===== config.mk =====
export PLATFORM = sky130hd
export DESIGN_NAME = sas_sequencer
export DESIGN_NICKNAME = d
export VERILOG_FILES = /design/src/hw/sas_pkg.sv /design/src/hw/sas_sequencer.sv /design/src/hw/sas_sync.sv
export SDC_FILE = /design/constraint.sdc
export NUM_CORES = 1
export LEC_CHECK = 0
export ABC_AREA = 1
export BUFFER_PORTS_ARGS = -buffer_cell sky130_fd_sc_hd__clkbuf_2
export CAP_MARGIN = 30
export CORE_ASPECT_RATIO = 0.6
export CORE_MARGIN = 2
export CORE_UTILIZATION = 46
export DETAILED_ROUTE_END_ITERATION = 16
export GPL_ROUTABILITY_DRIVEN = 0
export GPL_TIMING_DRIVEN = 0
export MAX_ROUTING_LAYER = met4
export PLACE_DENSITY_LB_ADDON = 0.1
export SETUP_SLACK_MARGIN = 0.5
export SYNTH_ARGS = -nofsm -noshare
export SYNTH_HDL_FRONTEND = slang
export SYNTH_SLANG_ARGS = --single-unit

===== constraint.sdc =====
create_clock -name clk -period 1 [get_ports clk]
set_input_delay 0.15 -clock clk [delete_from_list [all_inputs] [get_ports clk]]
set_output_delay 0.15 -clock clk [all_outputs]
set_load 0.005 [all_outputs]

===== src/hw/sas_pkg.sv =====
package sas_pkg;
  localparam int RES_BITS = 8;
  localparam int CLK_MHZ = 125;
  localparam int CLK_PERIOD_NS = 8;
  // Least settling before the top-bit decision, in ns
  localparam int MSB_SETTLE_NS = 550;
  localparam int MSB_SETTLE_CYC = (MSB_SETTLE_NS * CLK_MHZ + 999) / 1000;
  // Longest conversion, in ns
  localparam int CONV_MAX_NS = 9000;
  localparam int CONV_MAX_CYC = (CONV_MAX_NS * CLK_MHZ) / 1000;
  // Least start pulse width the host must give, in ns
  localparam int START_MIN_NS = 200;
  localparam int START_MIN_CYC = (START_MIN_NS * CLK_MHZ + 999) / 1000;
  localparam logic [7:0] SAR_RESET = 8'h00;
  localparam logic [7:0] SAR_START = 8'h80;
  localparam logic [1:0] SYNC_RESET = 2'h3;

  typedef enum logic [3:0] {
    SAS_IDLE = 4'b0001,
    SAS_HOLD = 4'b0010,
    SAS_WAIT = 4'b0100,
    SAS_CONV = 4'b1000
  } sas_state_t;
endpackage


===== src/hw/sas_sequencer.sv =====
`timescale 1ns/100ps
// Functional notes
// - Start low: busy low, load top bit only.
// - Clear trial bit when DAC exceeds input.
// - Same edge sets next lower trial bit.
// - Eight decisions, then busy returns high.
// - Read low drives result; else outputs off.
// - Valid data 7.5 to 8.5 clocks later; this code takes eleven clock edges after start release.
// - Start held low: hold reset, no decisions.
// - After start release, wait rise then fall.
// - New start pulse restarts any conversion.
// - Enabled outputs show result as busy rises.
// - Free-run: one conversion per eight clocks; with the test glue this code takes fourteen.
// - Eight-bit successive-approximation result and code.
// - Conversion completes within 9 us.
module sas_sequencer #(
  parameter int WIDTH = sas_pkg::RES_BITS
) (
  input wire logic clk,
  input wire logic rst,
  input wire logic start_n,
  input wire logic dac_above,
  input wire logic read_n,
  output logic busy_n,
  output logic [WIDTH-1:0] dac_code,
  output logic [WIDTH-1:0] data_out,
  output logic [WIDTH-1:0] data_oe
);
  ////////////////////////////////////////////////////////////////////////////
  // Parameter check

  // One trial bit per edge; below two bits there is nothing to search
  if (WIDTH < 2 || WIDTH > 16) begin : g_bad_width
    $error("WIDTH must lie between 2 and 16");
  end

  ////////////////////////////////////////////////////////////////////////////
  // Start input crossing
  // The host pulse has no timing relation to clk, so it passes two flops;
  // the price is two edges of latency before a restart takes hold.

  logic start_sync_n;

  sas_sync #(
    .RESET_VAL(1'b1)
  ) u_start_sync (
    .clk(clk),
    .rst(rst),
    .d(start_n),
    .q(start_sync_n)
  );

  ////////////////////////////////////////////////////////////////////////////
  // Shared decodes
  // The fabric has one clock edge, so a documented falling edge is a
  // rising edge here; the hold state supplies the extra edge of settling.

  sas_pkg::sas_state_t state_r;
  sas_pkg::sas_state_t state_nxt;
  logic [WIDTH-1:0] trial_r;
  logic [WIDTH-1:0] trial_nxt;
  logic [WIDTH-1:0] trial_dn;
  logic busy_n_r;
  logic busy_n_nxt;
  logic [WIDTH-1:0] sar_r;
  logic [WIDTH-1:0] sar_nxt;
  logic [WIDTH-1:0] data_r;
  logic [WIDTH-1:0] data_nxt;
  logic restart;
  logic decide;
  logic last_bit;

  // Restart wins over everything, whatever the state
  assign restart = ~start_sync_n;
  // The hold-to-wait edge makes no decision; wait and convert edges do
  assign decide = ~restart &
    ((state_r == sas_pkg::SAS_WAIT) | (state_r == sas_pkg::SAS_CONV));
  assign last_bit = trial_r[0];
  assign trial_dn = trial_r >> 1;

  ////////////////////////////////////////////////////////////////////////////
  // Sequencer state

  always_comb begin
    state_nxt = state_r;
    if (restart) begin
      state_nxt = sas_pkg::SAS_HOLD;
    end else begin
      case (state_r)
        sas_pkg::SAS_IDLE: begin
          state_nxt = sas_pkg::SAS_IDLE;
        end
        sas_pkg::SAS_HOLD: begin
          // Release seen: spend one edge letting the top bit settle
          state_nxt = sas_pkg::SAS_WAIT;
        end
        sas_pkg::SAS_WAIT: begin
          state_nxt = sas_pkg::SAS_CONV;
        end
        sas_pkg::SAS_CONV: begin
          if (last_bit) begin
            state_nxt = sas_pkg::SAS_IDLE;
          end
        end
        default: begin
          state_nxt = sas_pkg::SAS_IDLE;
        end
      endcase
    end
  end

  always_ff @(posedge clk or posedge rst) begin
    if (rst) begin
      state_r <= sas_pkg::SAS_IDLE;
    end else begin
      state_r <= state_nxt;
    end
  end

  ////////////////////////////////////////////////////////////////////////////
  // Trial marker: one-hot pointer to the bit under decision

  always_comb begin
    trial_nxt = trial_r;
    if (restart) begin
      trial_nxt = {1'b1, {(WIDTH-1){1'b0}}};
    end else if (decide) begin
      trial_nxt = trial_dn;
    end
  end

  always_ff @(posedge clk or posedge rst) begin
    if (rst) begin
      trial_r <= '0;
    end else begin
      trial_r <= trial_nxt;
    end
  end

  ////////////////////////////////////////////////////////////////////////////
  // Busy flag
  // In free-running use the glue sees busy high for a few edges only, so
  // it must latch the result while busy stands high.

  always_comb begin
    busy_n_nxt = busy_n_r;
    if (restart) begin
      busy_n_nxt = 1'b0;
    end else if (decide && last_bit) begin
      busy_n_nxt = 1'b1;
    end else if (state_r == sas_pkg::SAS_IDLE) begin
      busy_n_nxt = 1'b1;
    end
  end

  always_ff @(posedge clk or posedge rst) begin
    if (rst) begin
      busy_n_r <= 1'b1;
    end else begin
      busy_n_r <= busy_n_nxt;
    end
  end

  ////////////////////////////////////////////////////////////////////////////
  // Approximation register, one slice per bit

  for (genvar i = 0; i < WIDTH; i++) begin : g_bit
    logic bit_nxt;

    always_comb begin
      bit_nxt = sar_r[i];
      if (restart) begin
        // Top bit set, all others cleared: the DAC starts at half scale
        bit_nxt = (i == WIDTH - 1);
      end else if (decide) begin
        if (trial_r[i] && dac_above) begin
          bit_nxt = 1'b0;
        end
        if (trial_dn[i]) begin
          bit_nxt = 1'b1;
        end
      end
    end

    assign sar_nxt[i] = bit_nxt;
  end

  always_ff @(posedge clk or posedge rst) begin
    if (rst) begin
      sar_r <= WIDTH'(sas_pkg::SAR_RESET);
    end else begin
      sar_r <= sar_nxt;
    end
  end

  ////////////////////////////////////////////////////////////////////////////
  // Result latch
  // Follows the register live so enabled pins already hold the final
  // code on the edge where busy returns high.

  always_comb begin
    data_nxt = sar_nxt;
  end

  always_ff @(posedge clk or posedge rst) begin
    if (rst) begin
      data_r <= WIDTH'(sas_pkg::SAR_RESET);
    end else begin
      data_r <= data_nxt;
    end
  end

  ////////////////////////////////////////////////////////////////////////////
  // Outputs
  // Reading only enables drivers; the stored result is never touched.

  assign busy_n = busy_n_r;
  assign dac_code = sar_r;
  assign data_out = data_r;
  assign data_oe = {WIDTH{~read_n}};
endmodule


===== src/hw/sas_sync.sv =====
`timescale 1ns/100ps
module sas_sync #(
  parameter logic RESET_VAL = 1'b1
) (
  input wire logic clk,
  input wire logic rst,
  input wire logic d,
  output logic q
);
  logic meta_r;
  logic meta_nxt;
  logic q_r;
  logic q_nxt;

  always_comb begin
    meta_nxt = d;
    q_nxt = meta_r;
  end

  always_ff @(posedge clk or posedge rst) begin
    if (rst) begin
      meta_r <= RESET_VAL;
      q_r <= RESET_VAL;
    end else begin
      meta_r <= meta_nxt;
      q_r <= q_nxt;
    end
  end

  assign q = q_r;
endmodule


### After elaboration in Yosys (flattened, before gate mapping)

Cells that the tools add are included.
Widths: inputs -> output; s select.

| storage, ports and cells | value |
|---|---|
| input bits | 5 |
| latch bits | 0 |
| bits in writable memories | 0 |
| logic and storage cells | 87 |
| memory bits (read-only) | 0 |
| output and inout port bits | 25 |
| memories | 0 |
| bits in registers | 23 |

| cells by class | value |
|---|---|
| reduce and logical (&&, ||, !) cells | 17 |
| $add $sub $neg | 0 |
| div/mod/pow operators | 0 |
| multiply operators | 0 |
| bitwise gates (word level) | 3 |
| muxes and demuxes | 39 |
| shift operators | 0 |
| equal/unequal tests | 15 |
| order comparisons | 0 |

Operators by type and width:

| operator | number |
|---|---|
| $mux 1 | 34 |
| $ne 3x3->1 const B | 9 |
| $mux 8 | 2 |
| $reduce_and 2->1 | 8 |
| $pmux 4 s3 | 1 |
| $logic_and 1x1->1 | 9 |
| $mux 4 | 2 |
| $eq 4x1->1 const B | 1 |
| $eq 4x2->1 const B | 1 |
| $eq 4x3->1 const B | 1 |
| $eq 4x4->1 const B | 1 |
| $ne 2x2->1 const B | 2 |
| $and 1x1->1 | 1 |
| $not 1->1 | 1 |
| $or 1x1->1 | 1 |

### Logic depth before layout (Yosys ltp)

| depth | value |
|---|---|
| depth in word-level cells | 6 |
| gate-level depth with buffers | 8 |
| depth with buffers taken out | 7 |

### By module

Synthesis repeated with hierarchy kept, for this count alone.

| second synthesis, totals | value |
|---|---|
| cell total of the unflattened synthesis | 118 |
| area, all modules | 1114.8 um^2 |

Modules (own cells, without submodules):

| module | sequential area each (um^2) | area each (um^2) | cells each | instances |
|---|---|---|---|---|
| sas_sequencer | 528.0 | 1058.5 | 115 | 1 |
| sas_sync | 52.6 | 56.3 | 3 | 1 |

### Worst setup path after synthesis

OpenSTA, ideal clock, no wires.

| timing | value |
|---|---|
| kind | register to register |
| from | reg state_r[0] |
| to | reg trial_r[6] |
| data required time | 0.873 ns |
| path slack | -0.120 ns |
| period minus slack after synthesis | 1.120 ns |
| cell stages (with the launch flop) | 7 |
| setup time | 0.127 ns |
| path buffers | 1 |
| data arrival time | 0.993 ns |
| path through | dfstp_2 > nor2_2 > nand2_2 > nand2_2 > buf_6 > nand3_1 > o21ai_0 |

| on the way | value |
|---|---|
| word-level cells in the longest chain between the ends | 4 |
| elaborated cells on any way between the ends | 5 |
| those cells by class | eq/ne: 3; bitwise: 2 |

Ends and longest elaborated chain:

| item | line | text |
|---|---|---|
| from (decl) | sas_sequencer.sv:58 | `sas_pkg::sas_state_t state_r;` |
| from (signal assigned) | sas_sequencer.sv:114 | `state_r <= sas_pkg::SAS_IDLE;` |
| from (signal assigned) | sas_sequencer.sv:116 | `state_r <= state_nxt;` |
| $eq 4x3->1 or $eq 4x4->1 (tied branches) | sas_sequencer.sv:77 | `((state_r == sas_pkg::SAS_WAIT) \| (state_r == sas_pkg::SAS_CONV));` |
| $or 1x1->1 (*) | sas_sequencer.sv:77 |  |
| $and 1x1->1 (*) | sas_sequencer.sv:76 | `assign decide = ~restart &` |
| $ne 2x2->1 (no line) (*) | - |  |
| to (signal assigned) | sas_sequencer.sv:136 | `trial_r <= trial_nxt;` |
| to (decl) | sas_sequencer.sv:60 | `logic [WIDTH-1:0] trial_r;` |

Every way passes the cells marked *; elsewhere a longest branch is shown, timed or not.
A chain may end at the register's enable or synchronous reset.

### Worst setup path after layout

| timing | value |
|---|---|
| from | reg state_r[0] |
| to | reg state_r[3] |

| on the way | value |
|---|---|
| word-level cells in the longest chain between the ends | 3 |
| elaborated cells on any way between the ends | 6 |
| those cells by class | eq/ne: 4; mux: 2 |

Ends and longest elaborated chain:

| item | line | text |
|---|---|---|
| $eq 4x4->1, or another cell as far along | sas_sequencer.sv:89 | `case (state_r)` |
| $pmux 4 s3 | sas_sequencer.sv:89 |  |
| $mux 4 | sas_sequencer.sv:86 | `if (restart) begin` |

Several ways; a longest one is shown, not always the timed one.

==> results.md <==
- Outcome: finished with violations
- Failing checks: hold timing, setup timing
- Drt wl/cell: around 14 um
- Post-synth EDFFs: 0
- Hold slack final: -0.108 ns
- Tot GR Track Use: 20.4%
- CP Class: reg -> reg
- Avg Cell Area, Syn: 8.95 um^2
- CTS buffer count: 3
- Synth cell count leaders: nand2_1, dfrtp_1, buf_4
- PnR worst setup slack: -0.230 ns
- RSZ-0062 raised after global routing: yes
- Final non-filler cell total: between 200 and 250
- Core Rows: 13
- Final Max Slew Viols: 0
- DRT iter0 DRCs: 29
- First-pass GRT wire length: 4180 um
- CP endpoint kind: register
- GR Overflow Total: 0
- Post-Syn Instances: 127
- Warnings from Yosys: 0
- Dpl ws: -0.211 ns
- Via/cell ratio: 4.80
- Synth Flop Type: dfrtp_1
- Endpoints failing setup: 28
- Chip width: 68.2 um
- Area leader, netlist: dfrtp_1
- Die H: 42.5 um
- CTS Root Cell: clkbuf_8
- Final setup skew: 0.00577 ns
- Power per cell area: ~1100 nW/um^2
- DRC viols: 0
- Post-route clock period utilization: 123%
- Flip-flop and latch count after synthesis: 23
- Max Fclk: 813 MHz
- Antenna Cells: 0
- Final #Nets: 179
- Top-count cell post-synth: nand2_1
- Hold crit path type: in -> async
- WP data required: between 1 and 1.5 ns
- CTS H-tree depth: 1
- Port Buffers: 28
- Maximum buffer depth of the clock tree: 2
- Skew-Pair Late Insertion Delay: between 0.2 and 0.3 ns
- Dominant cells by area after synthesis: dfrtp_1, buf_4, nand2_1
- Sequential share of the synthesized area: between 50% and 60%
- Total routed wirelength: 2770 um
- Placed Area: 1410 um^2
- Largest net degree at the start of global routing: 24
- Initial core utilization: 50.6%
- Worst VDD drop: 0.000899 V
- Core Area: 2240 um^2
- WP data arrival: 1.38 ns
- Total of max-cap violations: 0
- HPWL Detailed: between 1500 and 2000 um
- Share of flip-flops with an asynchronous set or reset: 100%
- Post-route cell area: 1720 um^2
- Max-slew headroom: between 60% and 70%
- Area of the die: 2900 um^2
- Number of global-route vias before repair: ~890
- Syn Nets: 132
- Antenna violations before repair: 0
- CTS tree: done
- Sink Count: 23
- Synth cell types: 19
- LEAKAGE: 0.000868 uW
- DR pass1 iterations: 4
- Ports: 30
- Post-route ant nets: 0
- Clk slew on worst S/H paths: 0.08 ns
- Synthesized cell area: 1140 um^2
- Min Tclk post-route: 1.23 ns
- Top cell type's share of synthesized area: a little over two fifths
- Area growth from synthesis to layout: 51.8%
- Crit start category: register
- Placed Cells: 185
- Share of layout cells above drive strength 1: a little under three fifths
- Worst-path fanout max: 3
- Vias: 974
- Hold Fails Final Rpt: 20
- Worst slew pin tran: 0.510 ns
layout by cell type (no fill, tap or decap), types with 2 or more instances in the layout:
master and count:
nand2_1 25, nand3_4 2, clkbuf_2 17, buf_6 29, buf_4 10, o21ai_0 2
nor2_2 2, nand2_2 8, a21oi_1 2, nand3_2 8, nor2_1 3, inv_1 9
clkinvlp_4 2, o21ai_1 5, dfrtp_1 18, dfstp_2 4, buf_8 2, nor2_4 2
buf_2 2, nand3_1 8, clkbuf_1 2, clkbuf_8 3
what timing repair did:
item                                    in CTS  in global routing
cloned                                       2                  0
resized for setup                           15                 21
endpoints found under the hold margin       20                 20
buffers inserted                             9                  3
endpoints found under the setup margin      47                 47
pin swaps                                    1                  5
flip-flops by register name, summed over array words and instances (netlist names):
| name | flops |
|---|---|
| busy_n | 1 |
| u_start_sync.meta_r | 1 |
| data_out | 8 |
| u_start_sync.q | 1 |
| trial_r | 8 |
| state_r | 4 |
path summary, 6_finish.rpt:
| check | start | to | slack [ns] | cells after the start |
|---|---|---|---|---|
| max in group asynchronous | rst | u_start_sync.meta_r | 0.77 | 2 |
| min reg2reg | u_start_sync.meta_r | u_start_sync.q | 0.36 | 0 |
| max reg2reg | state_r[0] | state_r[3] | -0.23 | 5 |
| max | state_r[0] | state_r[3] | -0.23 | 5 |
| min | rst | data_out[0] | -0.11 | 2 |
| min in group clk | start_n | u_start_sync.meta_r | -0.04 | 1 |
per-layer routing:
metal / GRT usage (%) / vias to the layer above / wire, um
met5: - / - / 0
met4: 4.00 / 0 / 13
met3: 5.65 / 2 / 127
met2: 32.4 / 31 / 1390
met1: 26.2 / 463 / 1240
li1: - / 478 / -
where the power goes:
group / switching, uW / internal (uW)
sequential: 20.5 / 961
clock: 297 / 285
combinational: 160 / 165
area by class of cell:
| cell class | instances | area (um^2) |
|---|---|---|
| inverters | 12 | 60.1 |
| multi-input cells | 72 | 442 |
| clock buffers | 4 | 45.0 |
| flip-flops and latches | 23 | 582 |
| fillers | 151 | 520 |
| repair buffers | 42 | 333 |
| plain buffers | 20 | 225 |
| well taps | 30 | 37.5 |
critical path, stage by stage (launching register included):
cell and delay, ns:
dfstp_2 0.56, nor2_4 0.06, nand3_4 0.11, buf_6 0.11, nor3_4 0.04, or2_1 0.25
cells by family after synthesis:
group                  Yosys count  synth area share [%]
and+or+nand+nor                 61                  26.2
buffers and inverters           32                  17.5
DFF                             23                  51.1
AOI/OAI and AO/OA               11                  5.18
through the flow:
step	util, %	hold slack [ns]	power, uW	TNS (ns)
4_1_cts	72.5	-0.0947	1860	-3.38
3_5_place_dp	62.9	0.198	1220	-2.84
2_1_floorplan	-	0.0201	1160	-1.29
6_report	76.8	-0.108	1890	-3.98
5_1_grt	76.8	-0.0638	1960	-5.40
3_3_place_gp	62.9	0.190	1220	-2.58
No activity file was read; power rests on OpenSTA's default activity.
